**config.mk**
```make
export PLATFORM = sky130hd
export DESIGN_NAME = sfm_monitor
export DESIGN_NICKNAME = d
export VERILOG_FILES = /design/src/hdl/sfm_pkg.sv /design/src/hdl/sfm_enc_chan.sv /design/src/hdl/sfm_monitor.sv
export VERILOG_INCLUDE_DIRS = /design/src /design/src/hdl
export SDC_FILE = /design/constraint.sdc
export NUM_CORES = 1
export LEC_CHECK = 0
export ABC_AREA = 1
export ABC_CLOCK_PERIOD_IN_PS = 27800
export BUFFER_PORTS_ARGS = -buffer_cell sky130_fd_sc_hd__buf_2
export CORE_MARGIN = 1
export CORE_UTILIZATION = 57
export CTS_BUF_LIST = sky130_fd_sc_hd__clkbuf_4
export CTS_CLUSTER_DIAMETER = 150
export CTS_CLUSTER_SIZE = 12
export DETAILED_ROUTE_END_ITERATION = 6
export GPL_ROUTABILITY_DRIVEN = 0
export GPL_TIMING_DRIVEN = 0
export PLACE_DENSITY = 0.8
export SLEW_MARGIN = 20
export SYNTH_ARGS = -nofsm -noshare
export SYNTH_HDL_FRONTEND = slang
export SYNTH_HIERARCHICAL = 1
export SYNTH_SLANG_ARGS = --single-unit
```
**constraint.sdc**
```tcl
create_clock -name mclk -period 27.8 [get_ports mclk]
set_input_delay 1.39 -clock mclk [delete_from_list [all_inputs] [get_ports mclk]]
set_output_delay 1.39 -clock mclk [all_outputs]
set_load 0.05 [all_outputs]
```
**src/hdl/sfm_params.svh**
```systemverilog
// constants of the safety fault monitor
`ifndef SFM_PARAMS_SVH
`define SFM_PARAMS_SVH
`define SFM_CODE_NONE 8'h00
`define SFM_CODE_INIT_CH1 8'h90
`define SFM_CODE_INIT_CH2 8'h91
`define SFM_CODE_INT_A 8'ha0
`define SFM_CODE_ENC_TOL 8'ha1
`define SFM_CODE_ENC_DIR 8'ha2
`define SFM_CODE_UNDEF_IN 8'ha3
`define SFM_CODE_INT_B 8'ha4
`define SFM_CODE_CASE_ORD 8'ha5
`define SFM_CODE_SENSOR0 8'hb4
`define SFM_CODE_PAIR0 8'hc8
`define SFM_CODE_IN_OPER 8'hcc
`define SFM_CODE_RESTART_INPUT_CH_A 8'hce
`define SFM_CODE_RESTART_INPUT_CH_B 8'hd0
`define SFM_CODE_ENC_FREQ 8'hd1
`define SFM_CODE_CONTACTOR_FEEDBACK_CH_A_OPEN 8'hf0
`define SFM_CODE_CONTACTOR_FEEDBACK_CH_A_CLOSED 8'hf2
`define SFM_CODE_CONTACTOR_FEEDBACK_CH_A_OPENINACT 8'hf3
`define SFM_CODE_CONTACTOR_FEEDBACK_CH_B_OPEN 8'hf4
`define SFM_CODE_CONTACTOR_FEEDBACK_CH_B_CLOSED 8'hf6
`define SFM_CODE_CONTACTOR_FEEDBACK_CH_B_OPENINACT 8'hf7
`define SFM_CODE_PROT_FIELD 8'hf8
`define SFM_CODE_WARN_FIELD 8'hf9
`define SFM_CODE_INT_C 8'hfa
// clock 20 MHz: period in ns
`define SFM_CLK_PERIOD_NS 50
// encoder pulse limit 100 kHz: least period 10000 ns
`define SFM_ENC_MIN_PERIOD_NS 10000
`define SFM_ENC_MIN_CYC ((`SFM_ENC_MIN_PERIOD_NS) / (`SFM_CLK_PERIOD_NS))
// tolerance margin in percent
`define SFM_TOL_PCT 25
// restart pulse least and longest time, contactor settle time
`define SFM_RES_MIN_NS 5000
`define SFM_RES_MIN_CYC \
  (((`SFM_RES_MIN_NS) + (`SFM_CLK_PERIOD_NS) - 1) / (`SFM_CLK_PERIOD_NS))
`define SFM_RES_MAX_NS 200000
`define SFM_RES_MAX_CYC ((`SFM_RES_MAX_NS) / (`SFM_CLK_PERIOD_NS))
`define SFM_EDM_NS 100000
`define SFM_EDM_CYC ((`SFM_EDM_NS) / (`SFM_CLK_PERIOD_NS))
`endif

```
**src/hdl/sfm_pkg.sv**
```systemverilog
// types of the safety fault monitor
package sfm_pkg;
  typedef logic [7:0] sfm_code_t;
  typedef struct packed {
    logic [11:0] period;
    logic [15:0] count;
    logic lastPulse;
  } sfm_enc_t;
  typedef struct packed {
    logic [15:0] count;
    logic lastLevel;
  } sfm_res_t;
endpackage

```
**src/hdl/sfm_enc_chan.sv**
```systemverilog
// one incremental encoder channel: pulse count, period and overspeed
`timescale 1ns/1ps
`include "sfm_params.svh"
module sfm_enc_chan
  import sfm_pkg::*;
(
  input wire logic mclk,
  input wire logic rst_n,
  input wire logic pulse,
  input wire logic clearCount,
  output logic [15:0] count,
  output logic tooFast
);
  typedef struct packed {
    sfm_enc_t enc;
    logic fast;
  } sfm_encst_t;
  sfm_encst_t st_q, st_d;
  logic rise;
  assign rise = pulse & ~st_q.enc.lastPulse;
  always_comb begin
    st_d = st_q;
    st_d.enc.lastPulse = pulse;
    st_d.fast = 1'b0;
    if (st_q.enc.period != 12'hfff) begin
      st_d.enc.period = st_q.enc.period + 12'h001;
    end
    if (rise) begin
      // edges no farther apart than the least period mean overspeed
      if (st_q.enc.period < 12'(`SFM_ENC_MIN_CYC)) begin
        st_d.fast = 1'b1;
      end
      st_d.enc.period = 12'h000;
      st_d.enc.count = st_q.enc.count + 16'h0001;
    end
    if (clearCount) begin
      st_d.enc.count = {15'h0000, rise};
    end
  end
  always_ff @(posedge mclk) begin
    if (!rst_n) begin
      st_q <= '{enc: '{period: 12'hfff, count: 16'h0000,
                       lastPulse: 1'b0}, fast: 1'b0};
    end else begin
      st_q <= st_d;
    end
  end
  assign count = st_q.enc.count;
  assign tooFast = st_q.fast;
endmodule

```
**src/hdl/sfm_monitor.sv**
```systemverilog
// safety fault monitor top: checks inputs and reports fault codes
// ----------------------------------------------------------------
// Functional notes
// - encoder counts disagreeing beyond 125 percent of tolerance give 161.
// - encoders showing different travel directions give 162.
// - an input combination outside the defined set gives 163.
// - a case switch not allowed by the case order gives 165.
// - a dual input pair A to D at equal levels gives 200 to 203.
// - binary inputs operated invalidly give 204.
// - a restart pulse too short or too long gives 206 or 208.
// - encoder pulses at or above 100 kHz give 209.
// - contactor feedback still open after settle time gives 240 or 244.
// - feedback closed while the safety output is active gives 242 or 246.
// - feedback open while the safety output is inactive gives 243 or 247.
// - protective field object gives 248, warning field object gives 249.
// - sensor errors give 180 to 183, each kept in its own memory.
// - init failure of channel 1 or 2 gives 144 or 145.
// - internal errors give 160, 164, 250 and stay until reset.
// ----------------------------------------------------------------
`timescale 1ns/1ps
`include "sfm_params.svh"
module sfm_monitor
  import sfm_pkg::*;
(
  input wire logic mclk,
  input wire logic rst_n,
  input wire logic [3:0] dualFirst,
  input wire logic [3:0] dualSecond,
  input wire logic [15:0] definedCombos,
  input wire logic [3:0] caseSelect,
  input wire logic [15:0] allowedNext,
  input wire logic caseStrobe,
  input wire logic restart_input_ch_a,
  input wire logic restart_input_ch_b,
  input wire logic encPulse1,
  input wire logic encPulse2,
  input wire logic encDir1,
  input wire logic encDir2,
  input wire logic encWindow,
  input wire logic [15:0] encTolerance,
  input wire logic contactor_feedback_ch_a,
  input wire logic contactor_feedback_ch_b,
  input wire logic safetyOutA,
  input wire logic safetyOutB,
  input wire logic protFieldObj,
  input wire logic warnFieldObj,
  input wire logic [3:0] sensorErr,
  input wire logic [1:0] initFail,
  input wire logic [2:0] internalErr,
  input wire logic [1:0] sensorQuery,
  input wire logic clearFault,
  output logic [7:0] faultCode,
  output logic [3:0] sensorMem,
  output logic latchedInternal
);
  // ----------------------------------------------------------------
  // state
  // ----------------------------------------------------------------
  typedef struct packed {
    sfm_code_t code;
    logic [3:0] sensMem;
    logic [2:0] intErr;
    logic [3:0] lastCase;
    sfm_res_t resA;
    sfm_res_t resB;
    logic [15:0] edmA;
    logic [15:0] edmB;
    logic lastOutA;
    logic lastOutB;
    logic [3:0] pairBad;
    logic [3:0] lastFirst;
    logic armed;
  } sfm_state_t;
  sfm_state_t st_q, st_d;
  logic [15:0] cnt1, cnt2;
  logic fast1, fast2;
  logic [16:0] diff;
  logic [17:0] limit;
  // ----------------------------------------------------------------
  // encoders
  // ----------------------------------------------------------------
  genvar gi;
  generate
    for (gi = 0; gi < 2; gi++) begin : gEnc
      if (gi == 0) begin : gA
        sfm_enc_chan uEnc (.mclk(mclk), .rst_n(rst_n), .pulse(encPulse1),
          .clearCount(encWindow), .count(cnt1), .tooFast(fast1));
      end else begin : gB
        sfm_enc_chan uEnc (.mclk(mclk), .rst_n(rst_n), .pulse(encPulse2),
          .clearCount(encWindow), .count(cnt2), .tooFast(fast2));
      end
    end
  endgenerate
  assign diff = (cnt1 > cnt2) ? {1'b0, cnt1 - cnt2} : {1'b0, cnt2 - cnt1};
  // tolerance plus 25 percent of it
  assign limit = {2'b00, encTolerance} + 18'({2'b00, encTolerance} *
    18'(`SFM_TOL_PCT) / 18'd100);
  function automatic logic restartBad(input sfm_res_t r, input logic lvl);
    restartBad = (r.lastLevel && !lvl &&
      (r.count < 16'(`SFM_RES_MIN_CYC))) ||
      (lvl && (r.count == 16'(`SFM_RES_MAX_CYC)));
  endfunction
  function automatic sfm_res_t restartStep(input sfm_res_t r,
                                           input logic lvl);
    sfm_res_t n;
    n = r;
    n.lastLevel = lvl;
    if (!lvl) begin
      n.count = 16'h0000;
    end else if (r.count != 16'(`SFM_RES_MAX_CYC)) begin
      n.count = r.count + 16'h0001;
    end
    restartStep = n;
  endfunction
  // ----------------------------------------------------------------
  // detection and code priority
  // ----------------------------------------------------------------
  always_comb begin
    sfm_code_t c;
    logic [3:0] pair;
    c = `SFM_CODE_NONE;
    st_d = st_q;
    pair = ~(dualFirst ^ dualSecond);
    st_d.pairBad = pair;
    st_d.lastFirst = dualFirst;
    // first cycle after reset has no valid previous input sample
    st_d.armed = 1'b1;
    st_d.resA = restartStep(st_q.resA, restart_input_ch_a);
    st_d.resB = restartStep(st_q.resB, restart_input_ch_b);
    st_d.lastOutA = safetyOutA;
    st_d.lastOutB = safetyOutB;
    // settle timers restart when an output switches
    if (safetyOutA != st_q.lastOutA) begin
      st_d.edmA = 16'h0000;
    end else if (st_q.edmA != 16'(`SFM_EDM_CYC)) begin
      st_d.edmA = st_q.edmA + 16'h0001;
    end
    if (safetyOutB != st_q.lastOutB) begin
      st_d.edmB = 16'h0000;
    end else if (st_q.edmB != 16'(`SFM_EDM_CYC)) begin
      st_d.edmB = st_q.edmB + 16'h0001;
    end
    st_d.sensMem = st_q.sensMem | sensorErr;
    st_d.intErr = st_q.intErr | internalErr;
    if (caseStrobe) begin
      st_d.lastCase = caseSelect;
    end
    // lower priority first, later lines override
    if (warnFieldObj) c = `SFM_CODE_WARN_FIELD;
    if (protFieldObj) c = `SFM_CODE_PROT_FIELD;
    if (st_q.edmA == 16'(`SFM_EDM_CYC)) begin
      if (safetyOutA && contactor_feedback_ch_a)
        c = `SFM_CODE_CONTACTOR_FEEDBACK_CH_A_CLOSED;
      if (!safetyOutA && !contactor_feedback_ch_a)
        c = `SFM_CODE_CONTACTOR_FEEDBACK_CH_A_OPENINACT;
    end
    if (st_q.edmB == 16'(`SFM_EDM_CYC)) begin
      if (safetyOutB && contactor_feedback_ch_b)
        c = `SFM_CODE_CONTACTOR_FEEDBACK_CH_B_CLOSED;
      if (!safetyOutB && !contactor_feedback_ch_b)
        c = `SFM_CODE_CONTACTOR_FEEDBACK_CH_B_OPENINACT;
    end
    // feedback must close shortly after the output drops
    if (st_q.edmA == 16'(`SFM_EDM_CYC) - 16'h0001 && !safetyOutA &&
        !contactor_feedback_ch_a) c = `SFM_CODE_CONTACTOR_FEEDBACK_CH_A_OPEN;
    if (st_q.edmB == 16'(`SFM_EDM_CYC) - 16'h0001 && !safetyOutB &&
        !contactor_feedback_ch_b) c = `SFM_CODE_CONTACTOR_FEEDBACK_CH_B_OPEN;
    if (fast1 || fast2) c = `SFM_CODE_ENC_FREQ;
    if (restartBad(st_q.resB, restart_input_ch_b))
      c = `SFM_CODE_RESTART_INPUT_CH_B;
    if (restartBad(st_q.resA, restart_input_ch_a))
      c = `SFM_CODE_RESTART_INPUT_CH_A;
    // valid pairs flipping together in one cycle count as faulty operation
    if (st_q.armed && (st_q.pairBad == 4'h0) && (pair == 4'h0) &&
        ($countones(dualFirst ^ st_q.lastFirst) > 1))
      c = `SFM_CODE_IN_OPER;
    for (int i = 3; i >= 0; i--) begin
      if (pair[i]) c = `SFM_CODE_PAIR0 + 8'(i);
    end
    if (caseStrobe && !allowedNext[caseSelect])
      c = `SFM_CODE_CASE_ORD;
    if (pair == 4'h0 && !definedCombos[dualFirst])
      c = `SFM_CODE_UNDEF_IN;
    if (encDir1 != encDir2) c = `SFM_CODE_ENC_DIR;
    if (encWindow && ({1'b0, diff} > limit)) c = `SFM_CODE_ENC_TOL;
    for (int i = 3; i >= 0; i--) begin
      if (sensorErr[i]) c = `SFM_CODE_SENSOR0 + 8'(i);
    end
    if (initFail[1]) c = `SFM_CODE_INIT_CH2;
    if (initFail[0]) c = `SFM_CODE_INIT_CH1;
    if (st_d.intErr[2]) c = `SFM_CODE_INT_C;
    if (st_d.intErr[1]) c = `SFM_CODE_INT_B;
    if (st_d.intErr[0]) c = `SFM_CODE_INT_A;
    // new detection wins over clear
    if (c != `SFM_CODE_NONE) begin
      st_d.code = c;
    end else if (clearFault) begin
      st_d.code = `SFM_CODE_NONE;
    end
  end
  always_ff @(posedge mclk) begin
    if (!rst_n) begin
      st_q <= '0;
    end else begin
      st_q <= st_d;
    end
  end
  assign faultCode = st_q.code;
  assign sensorMem = st_q.sensMem & (4'h1 << sensorQuery);
  assign latchedInternal = |st_q.intErr;
  // ----------------------------------------------------------------
  // checks
  // ----------------------------------------------------------------
  AST_ENC_DIR: assert property (@(posedge mclk) disable iff (!rst_n)
    (encDir1 != encDir2) && initFail == 2'b00 && internalErr == 3'b000 &&
    st_q.intErr == 3'b000 && sensorErr == 4'h0 &&
    !(encWindow && ({1'b0, diff} > limit)) |=> faultCode == 8'ha2)
    else $error("direction mismatch not reported");
  AST_PAIR_A: assert property (@(posedge mclk) disable iff (!rst_n)
    (dualFirst[0] == dualSecond[0]) && initFail == 2'b00 &&
    internalErr == 3'b000 && st_q.intErr == 3'b000 &&
    sensorErr == 4'h0 && encDir1 == encDir2 &&
    !encWindow && !caseStrobe |=> faultCode == 8'hc8)
    else $error("equal pair A not reported");
  AST_INT_STICKY: assert property (@(posedge mclk) disable iff (!rst_n)
    internalErr[0] |=> latchedInternal [*8])
    else $error("internal error not held");
  AST_INT_CODE: assert property (@(posedge mclk) disable iff (!rst_n)
    internalErr[0] |=> faultCode == 8'ha0 [*3])
    else $error("internal error code not held");
  AST_INIT1: assert property (@(posedge mclk) disable iff (!rst_n)
    initFail[0] && internalErr == 3'b000 && st_q.intErr == 3'b000
    |=> faultCode == 8'h90)
    else $error("channel 1 init failure not reported");
  AST_SENSOR_MEM: assert property (@(posedge mclk) disable iff (!rst_n)
    sensorErr[2] |=> st_q.sensMem[2] [*8])
    else $error("sensor fault memory lost");
  AST_HOLD: assert property (@(posedge mclk) disable iff (!rst_n)
    !clearFault && $past(st_d.code) == st_q.code && st_d.code != st_q.code
    |-> st_d.code != 8'h00)
    else $error("fault code dropped without clear");
  AST_PROT: assert property (@(posedge mclk) disable iff (!rst_n)
    protFieldObj && st_d.code == 8'hf8 |=> faultCode == 8'hf8)
    else $error("protective field code not registered");
  AST_RES_LONG: assert property (@(posedge mclk) disable iff (!rst_n)
    st_q.resA.count == 16'(`SFM_RES_MAX_CYC) && restart_input_ch_a &&
    initFail == 2'b00 && internalErr == 3'b000 && st_q.intErr == 3'b000 &&
    sensorErr == 4'h0 && encDir1 == encDir2 &&
    !encWindow && !caseStrobe && dualFirst == st_q.lastFirst &&
    (dualFirst ^ dualSecond) == 4'hf && definedCombos[dualFirst]
    |=> faultCode == 8'hce)
    else $error("long restart pulse not reported");
  AST_IN_OPER: assert property (@(posedge mclk) disable iff (!rst_n)
    st_q.armed && st_q.pairBad == 4'h0 && (dualFirst ^ dualSecond) == 4'hf &&
    $countones(dualFirst ^ st_q.lastFirst) > 1 && definedCombos[dualFirst] &&
    !caseStrobe && encDir1 == encDir2 && !encWindow && sensorErr == 4'h0 &&
    initFail == 2'b00 && internalErr == 3'b000 && st_q.intErr == 3'b000
    |=> faultCode == 8'hcc)
    else $error("faulty input operation not reported");
  AST_CASE_ORD: assert property (@(posedge mclk) disable iff (!rst_n)
    caseStrobe && !allowedNext[caseSelect] && encDir1 == encDir2 &&
    !encWindow && sensorErr == 4'h0 && initFail == 2'b00 &&
    internalErr == 3'b000 && st_q.intErr == 3'b000 &&
    !((dualFirst ^ dualSecond) == 4'hf && !definedCombos[dualFirst])
    |=> faultCode == 8'ha5)
    else $error("wrong case order not reported");
  AST_CLEAR: assert property (@(posedge mclk) disable iff (!rst_n)
    clearFault && st_d.code == 8'h00 |=> faultCode == 8'h00)
    else $error("clear did not empty the fault code");
endmodule

```
==> results of run 1 <==
-- layout by cell type, fill, tap and decap left out, types with 13 or more instances in the layout --
cell,Yosys,routed
inv_1,390,390
nand2_1,366,366
nor2_1,171,171
nand3_1,152,152
dfxtp_1,152,152
a21oi_1,144,144
o21ai_0,122,122
ha_1,120,120
buf_2,0,99
nor3_1,70,70
nand4_1,51,51
nand2_2,42,42
buf_4,40,40
xor2_1,31,31
xnor2_1,22,22
inv_2,20,20
clkbuf_1,18,18
clkbuf_4,0,17
nor4_1,15,15
fa_1,15,15
nand2_4,13,13
-- metal layers --
layer	vias up	wire [um]	track usage, %
met3	73	1180	3.50
met2	297	15600	46.9
li1	7080	-	-
met1	6170	13800	30.3
met4	0	931	11.0
met5	-	0	0
-- cell type report --
| cell class | instances | area, sq um |
|---|---|---|
| Fill cell | 2215 | 8610 |
| Clock inverter | 15 | 205 |
| Clock buffer | 17 | 128 |
| Inverter | 412 | 1550 |
| Antenna cell | 2 | 5.00 |
| Timing Repair Buffer | 99 | 495 |
| Sequential cell | 152 | 3040 |
| Tap cell | 319 | 399 |
| Buffer | 63 | 402 |
| Multi-Input combinational cell | 1479 | 8780 |
-- logic make-up after synthesis --
family,count (synthesis)
simple gates,942
buf+inv,475
compound gates,340
flops,152
fa+ha+maj,135
xor+xnor,54
mux,8
-- Yosys cell counts (10+ instances only) --
library cell	number	area, sq um
inv_1	390	1460
ha_1	120	1500
nor2_1	171	642
fa_1	15	300
clkbuf_1	18	67.6
nor4_1	15	93.8
nand2_1	366	1370
xnor2_1	22	193
o211ai_1	12	90.1
nand2_4	13	146
o21ai_0	122	611
nand3_1	152	761
nand2_2	42	263
dfxtp_1	152	3040
xor2_1	31	272
nor3_1	70	350
inv_2	20	75.1
buf_4	40	300
o21ai_1	11	55.1
nor2_4	11	124
a21oi_1	144	721
nand4_1	51	319
nand3b_1	10	75.1
-- through the flow --
stage | hold slack (ps) | instances
floorplan | 415 | 2106
global placement | 435 | 2524
detailed placement | 443 | 2524
CTS | 463 | 2556
global route | 495 | 2557
finish | 467 | 2558
-- final timing paths --
check / start / end / slack (ps) / cells after the start
worst max register to register: gEnc[0].gA.uEnc/count[3] / faultCode[4] / 21040 / 36
worst min register to register: st_q[59] / st_q[59] / 470 / 1
worst min-delay path: st_q[59] / st_q[59] / 470 / 1
worst max-delay path: encTolerance[8] / faultCode[4] / 13900 / 95
-- critical path: cells and delay by family --
family                     cells  cell delay, ps
AOI/OAI and AO/OA             11            2010
xor gates and xnor gates       1              90
adders and majority gates      7            2340
and+or+nand+nor               68            7790
buffers and inverters          8             730
-- registers in the layout, indices dropped and copies added (netlist names) --
signal	cells
gEnc.gB.uEnc/tooFast	1
gEnc.gB.uEnc/count	16
gEnc.gA.uEnc/count	16
gEnc.gB.uEnc/st_q	13
gEnc.gA.uEnc/tooFast	1
faultCode	8
st_q	84
gEnc.gA.uEnc/st_q	13
==> results.json, run 1 <==
{
  "syn-instance-count": 2106,
  "maxSlewViolCount": 0,
  "syn_avg_cell_area_sq_um": 6.54,
  "clockRootBuffer": "clkbuf_4",
  "clock_skew_ps": 29.7,
  "synth-main-ff-cell": "dfxtp_1",
  "grt_max_degree": 19,
  "drive_above_1_share_pct": 13.1,
  "cts_tree": "yes",
  "critPathRequiredTime_ps": 28280,
  "portBuffers": 99,
  "ys_types": 63,
  "cap_viol_max_count": 0,
  "initial_core_util_pct": 58.3,
  "wl_per_cell_um": 12.3,
  "final_nets": 2447,
  "dp_slack_ps": 13520,
  "syn_nets": 2329,
  "grt_pass1_wl_um": 53300,
  "syn_to_final_growth_pct": 8.95,
  "hold_buffers": 0,
  "cts.sinks": 152,
  "rows": 56,
  "async_reset_ff_share_pct": 0,
  "cts_buffer_depth": 2,
  "synth_compound_area_share_pct": 13.8,
  "grt_overflow": 0,
  "worst_slack_ps": 13900,
  "synth-xor-area-share_pct": 3.49,
  "place_area_sq_um": 14700,
  "core_region_area_sq_um": 23600,
  "path_clk_slew_ps": 150,
  "cp_slowest_cell": "fa_1",
  "die_y_um": 157,
  "dieWidth_um": 157,
  "grt_pass1_vias": 12600,
  "drc": 1,
  "drt_iter0_markers": 873,
  "worst_slew_margin_rel_pct": 28.8,
  "timing.critical_path.mode_cell": "nand2_1",
  "worstSkewPairLatency_ps": 590,
  "h-tree-depth": 4,
  "ios": 101,
  "synth_fa_ha_area_share_pct": 13.1,
  "crit_type": "in -> reg",
  "grt_setup_unrepaired": "false",
  "route.antenna.remaining_nets": 0,
  "worstSetupStartpointType": "primary input",
  "antenna_found_initial": 1,
  "min_period_over_period_pct": 50.0,
  "worstPathArrival_ps": 14380,
  "routed_wirelength_um": 31600,
  "yosysSeqAreaShare_pct": 22.1,
  "synth-simple-area-share_pct": 32.8,
  "setup_viol": 0,
  "fmax_ghz": 0.0719,
  "synth-edff-count": 0,
  "firstDrtPassIters": 7,
  "cp_slowest_stage_delay_ps": 500,
  "synth_top_family_by_area": "simple AND/OR/NAND/NOR gates",
  "min_period_ps": 13900,
  "critPathMaxFanout": 8,
  "status": "finished with violations",
  "die_area_sq_um": 24800,
  "vias": 13600,
  "yosys_warnings": 6,
  "synth-seq-cells": 152,
  "setup_tns_ps": 0,
  "hold_viol_final": 0,
  "worst_pin_slew_ps": 1060,
  "via_per_inst": 5.32,
  "netlist_area_sq_um": 13800,
  "grt_use_total_pct": 25.9,
  "synth_mux_area_share_pct": 0.581,
  "stdcell_area_sq_um": 15000,
  "hold_class": "reg -> reg",
  "crit_path_end_kind": "register",
  "place_hpwl_um": 25900,
  "cts_setup_buffers": 0,
  "numCtsBuffers": 17,
  "violations": "design-rule violations",
  "cts_resized": 0,
  "utilization_pct": 63.5
}
Power of run 1 is not shown: default switching activity piles up to over one toggle a cycle in this logic, so the estimate is an artifact.
==> run 2: changes to the inputs <==
--- a/config.mk
+++ b/config.mk
@@ -6,8 +6,8 @@
 export SDC_FILE = /design/constraint.sdc
 export NUM_CORES = 1
 export LEC_CHECK = 0
-export ABC_AREA = 1
-export ABC_CLOCK_PERIOD_IN_PS = 27800
+export ABC_AREA = 0
+export ABC_CLOCK_PERIOD_IN_PS = 13250
 export BUFFER_PORTS_ARGS = -buffer_cell sky130_fd_sc_hd__buf_2
 export CORE_MARGIN = 1
 export CORE_UTILIZATION = 57
==> constraint.sdc (replaced) <==
create_clock -name mclk -period 13.25 [get_ports mclk]
set_input_delay 0.6625 -clock mclk [delete_from_list [all_inputs] [get_ports mclk]]
set_output_delay 0.6625 -clock mclk [all_outputs]
set_load 0.05 [all_outputs]
==> results.json, run 2 <==
{
  "fill_cells": 1713,
  "setup_viol": 8,
  "antenna_found_initial": 3,
  "ys_types": 116,
  "critPathRequiredTime_ps": 13720,
  "place_hpwl_um": 26100,
  "firstDrtPassIters": 7,
  "worst_pin_slew_ps": 1560,
  "yosysSeqAreaShare_pct": 21.8,
  "synth-edff-count": 0,
  "cts.sinks": 152,
  "r2r_cells": 44,
  "route.antenna.remaining_nets": 0,
  "rows": 56,
  "syn-instance-count": 1724,
  "hold_viol_final": 0,
  "netlist_area_sq_um": 14000,
  "cp_slowest_stage_delay_ps": 530,
  "cp_slowest_cell": "or4b_4",
  "min_period_over_period_pct": 108,
  "violations": "design-rule violations, max-capacitance violations, max-slew violations, negative setup slack",
  "yosys-top-cells-count": "nor2_1 (164), dfxtp_1 (152), ha_1 (120)",
  "yosys.area.top_type": "dfxtp_1",
  "via_per_inst": 6.14,
  "grt_max_degree": 19,
  "worstSkewPairLatency_ps": 550,
  "synth-main-ff-cell": "dfxtp_1",
  "status": "finished with violations",
  "final_cell_mix": "nor2_1 (160), buf_4 (154), dfxtp_1 (152)",
  "grt_pass1_wl_um": 57100,
  "worst_slew_margin_rel_pct": -4.95,
  "worstHoldEndpoint": "gEnc[0].gA.uEnc/st_q[1]",
  "r2r_start": "gEnc[0].gA.uEnc/count[0]",
  "wl_per_cell_um": 17.2,
  "worst_slack_ps": -1030,
  "grt_overflow": 0,
  "timing.critical_path.mode_cell": "a21oi_2",
  "worstPathArrival_ps": 14750,
  "syn_avg_cell_area_sq_um": 8.10,
  "async_reset_ff_share_pct": 0,
  "drive_above_1_share_pct": 26.8,
  "maxSlewViolCount": 9,
  "multiInputGateArea_sq_um": 11100,
  "yosys-top-cells-area": "dfxtp_1 (22%), ha_1 (11%), xnor2_1 (4.5%), nor2_1 (4.4%), a21oi_1 (4.0%)",
  "crit_path_end_kind": "register",
  "worstSetupStartpointType": "primary input",
  "grt_use_total_pct": 27.5,
  "regMostFlops": "st_q",
  "reg2reg_slack_ps": 5820,
  "final_nets": 2173,
  "die_y_um": 159,
  "stdcell_count": 2285,
  "path_clk_slew_ps": 150,
  "largest_reg_flops": 84,
  "synth-seq-cells": 152,
  "vias": 14000,
  "synth.most_common_cell": "nor2_1",
  "grt_pass1_vias": 12600,
  "syn_to_final_growth_pct": 24.1,
  "drt_iter0_markers": 1453,
  "grt_setup_unrepaired": "true",
  "portBuffers": 98,
  "layout_commonest_cell": "nor2_1",
  "yosysTopAreaCellShare_pct": 21.8,
  "routed_wirelength_um": 39400,
  "core_region_area_sq_um": 23800,
  "die_area_sq_um": 25100,
  "h-tree-depth": 4,
  "clock_skew_ps": 31.6,
  "hold_depth": 2,
  "cts_tree": "yes",
  "crit_type": "in -> reg",
  "dpl.cell_count": 2141,
  "setup_tns_ps": -7910,
  "numCtsBuffers": 17,
  "yosys_warnings": 6,
  "hold_class": "in -> reg",
  "initial_core_util_pct": 58.8,
  "min-delay-start": "encPulse1",
  "hold_buffers": 0,
  "ff_latch_area_sq_um": 3040,
  "drc": 5,
  "critPathMaxFanout": 6,
  "fmax_ghz": 0.0700,
  "cts_buffer_depth": 2,
  "dieWidth_um": 159,
  "cap_viol_max_count": 1,
  "syn_nets": 1947,
  "clockRootBuffer": "clkbuf_4",
  "ios": 101,
  "r2r_end": "faultCode[5]",
  "min_period_ps": 14280
}
## run 2: routing by layer
layer / track usage, % / part of all wire (%) / up-vias
met4: 8.10 / 3.2 / 0
met2: 49.8 / 49 / 530
met5: 0 / 0 / -
li1: - / - / 6705
met3: 3.62 / 5.7 / 148
met1: 33.7 / 42 / 6653
## run 2: worst max-delay path by stage
stage                      from            to  slack [ps]  cells after the start
2_1_floorplan  encTolerance[10]  faultCode[5]        -110                     65
3_3_place_gp    encTolerance[5]  faultCode[2]       -1810                     63
3_5_place_dp    encTolerance[5]  faultCode[0]       -2070                     63
4_1_cts        encTolerance[10]  faultCode[5]        -570                     71
5_1_grt         encTolerance[3]  faultCode[5]       -1650                     65
6_report        encTolerance[3]  faultCode[5]       -1030                     70
## run 2: per-stage QoR
stage / hold slack, ps / util (%) / cell area, sq um / setup slack, ps
2_1_floorplan: 427 / - / 14400 / -106
5_1_grt: 342 / 73.0 / 17300 / -1650
3_5_place_dp: 459 / 64.5 / 15300 / -2070
6_report: 373 / 73.0 / 17300 / -1030
3_3_place_gp: 447 / 64.5 / 15300 / -1810
4_1_cts: 336 / 68.9 / 16400 / -569
## run 2: kinds of logic after synthesis
logic type	after synthesis	synth area share, %
multiplexers	32	3.28
adder cells (fa/ha/maj)	138	13.1
XOR/XNOR	137	8.93
AO/OA/AOI/OAI	431	21.9
AND/OR/NAND/NOR	625	23.8
flip-flops	152	21.8
buffers and inverters	209	7.17
## run 2: layout make-up
cell class | count | share of cell area (%)
clock buffers | 17 | 0.736
repair buffers | 210 | 8.04
flip-flops and latches | 152 | 17.6
plain buffers | 86 | 3.37
diodes | 3 | 0.0433
multi-input cells | 1363 | 64.3
inverters | 120 | 2.64
clock inverters | 15 | 1.02
well taps | 319 | 2.30
## run 2: critical path: cells and delay by family
| family | cells | cell delay [ps] |
|---|---|---|
| and+or+nand+nor | 10 | 1970 |
| muxes | 1 | 220 |
| xor gates and xnor gates | 4 | 970 |
| adders and majority gates | 6 | 1700 |
| AOI/OAI and AO/OA | 37 | 7710 |
| buffers and inverters | 12 | 1480 |
## run 2: timing repair
item                       CTS  global route
resized for setup           63           100
setup endpoints to repair    8             8
setup buffers               57            55
pin swaps                   49            95
gates cloned                 0             1
Power of run 2 is left out for the same reason.
==> run 3: changes to the inputs <==
--- a/config.mk
+++ b/config.mk
@@ -7,7 +7,7 @@
 export NUM_CORES = 1
 export LEC_CHECK = 0
 export ABC_AREA = 0
-export ABC_CLOCK_PERIOD_IN_PS = 13250
+export ABC_CLOCK_PERIOD_IN_PS = 11900
 export BUFFER_PORTS_ARGS = -buffer_cell sky130_fd_sc_hd__buf_2
 export CORE_MARGIN = 1
 export CORE_UTILIZATION = 57
@@ -17,7 +17,7 @@
 export DETAILED_ROUTE_END_ITERATION = 6
 export GPL_ROUTABILITY_DRIVEN = 0
 export GPL_TIMING_DRIVEN = 0
-export PLACE_DENSITY = 0.8
+export PLACE_DENSITY = 0.83
 export SLEW_MARGIN = 20
 export SYNTH_ARGS = -nofsm -noshare
 export SYNTH_HDL_FRONTEND = slang
==> constraint.sdc (replaced) <==
create_clock -name mclk -period 11.9 [get_ports mclk]
set_input_delay 0.595 -clock mclk [delete_from_list [all_inputs] [get_ports mclk]]
set_output_delay 0.595 -clock mclk [all_outputs]
set_load 0.05 [all_outputs]
==> results.json, run 3 (synthesis results as in run 2) <==
{
  "status": "finished with violations",
  "violations": "design-rule violations, negative setup slack",
  "grt_pass1_vias": 14100,
  "final_cell_mix": "buf_4 (180), nor2_1 (159), dfxtp_1 (152)",
  "worst_slack_ps": -3380,
  "grt_setup_unrepaired": "true",
  "dp_slack_ps": -3340,
  "wl_per_cell_um": 20.5,
  "place_area_sq_um": 15300,
  "die_y_um": 159,
  "setup_tns_ps": -26700,
  "hold_slack_ps": 262,
  "m1WireLength_um": 17100,
  "drt_iter0_markers": 2032,
  "regMostFlops": "st_q",
  "path_clk_slew_ps": 160,
  "via_per_inst": 6.43,
  "numCtsBuffers": 17,
  "place_hpwl_um": 25900,
  "largest_reg_flops": 84,
  "vias": 14900,
  "rows": 56,
  "cp_slowest_stage_delay_ps": 750,
  "layout_commonest_cell": "buf_4",
  "worst_slew_margin_rel_pct": 15.6,
  "grt_pass1_wl_um": 64500,
  "critPathRequiredTime_ps": 12420,
  "critPathMaxFanout": 8,
  "wl_met2_um": 22200,
  "core_region_area_sq_um": 23800,
  "firstDrtPassIters": 7,
  "worst_pin_slew_ps": 1260,
  "drc": 1,
  "drive_above_1_share_pct": 30.8,
  "crit_path_end_kind": "register",
  "ios": 101,
  "antenna_found_initial": 3,
  "crit_family": "compound AO/OA/AOI/OAI gates",
  "cts_buffer_depth": 2,
  "hold_buffers": 0,
  "clock_skew_ps": 41.6,
  "hold_class": "in -> reg",
  "worstSetupStartpointType": "primary input",
  "clockRootBuffer": "clkbuf_4",
  "crit_type": "in -> reg",
  "worstPathArrival_ps": 15800,
  "maxSlewViolCount": 0,
  "cts.sinks": 152,
  "dieWidth_um": 159,
  "grt_overflow": 0,
  "hold_viol_final": 0,
  "cp_slowest_cell": "a21oi_1",
  "final_nets": 2210,
  "top_layer": "met5",
  "initial_core_util_pct": 58.8,
  "critical_path.n_buffers_inverters": 13,
  "cap_viol_max_count": 0,
  "min_period_ps": 15280,
  "portBuffers": 98,
  "routed_wirelength_um": 47700,
  "grt_max_degree": 18,
  "min_period_over_period_pct": 128,
  "h-tree-depth": 4,
  "met3_length_um": 4950,
  "cts_tree": "yes",
  "fill_cells": 1531,
  "stdcell_area_sq_um": 18100,
  "route.antenna.remaining_nets": 0,
  "syn_to_final_growth_pct": 29.9,
  "grt_use_total_pct": 31.7,
  "setup_viol": 8,
  "worstSkewPairLatency_ps": 590,
  "fmax_ghz": 0.0654,
  "die_area_sq_um": 25100
}
run 3: tightest hold or removal path, delay by kind of cell:
| family | cells | cell delay (ps) |
|---|---|---|
| and+or+nand+nor | 2 | 150 |
| buffers and inverters | 1 | 80 |
run 3: path summary, 6_finish.rpt:
check	startpoint	endpoint	slack [ps]	cells after the start
setup / recovery	encTolerance[1]	faultCode[7]	-3380	70
hold / removal	internalErr[0]	st_q[81]	260	3
setup reg to reg	gEnc[1].gB.uEnc/count[0]	faultCode[7]	4430	44
hold reg to reg	faultCode[5]	faultCode[5]	470	2
run 3: what timing repair did:
action	CTS	global route
pin swaps	96	133
setup buffers	86	66
endpoints found under the setup margin	8	8
resized for setup	123	138
run 3: final cells by class:
type                    count  area, sq um  share of cell area (%)
diodes                      3         7.51                  0.0414
plain buffers              82          543                    2.99
clock buffers              17          128                   0.703
clock inverters            15          159                   0.876
inverters                 120          460                    2.54
multi-input cells        1363        11600                    64.1
flip-flops and latches    152         3040                    16.8
well taps                 319          399                    2.20
repair buffers            251         1780                    9.81
run 3: per-layer routing:
layer | global-route usage (%) | vias up
li1 | - | 6758
met1 | 35.2 | 6993
met2 | 54.2 | 805
met3 | 9.99 | 359
met4 | 16.4 | 8
met5 | 1.66 | -
run 3: metrics by stage:
stage	instances	util, %
finish	2322	76.4
global route	2322	76.4
CTS	2257	71.1
detailed placement	2141	64.5
global placement	2141	64.5
floorplan	1724	-
Power of run 3 is left out for the same reason.
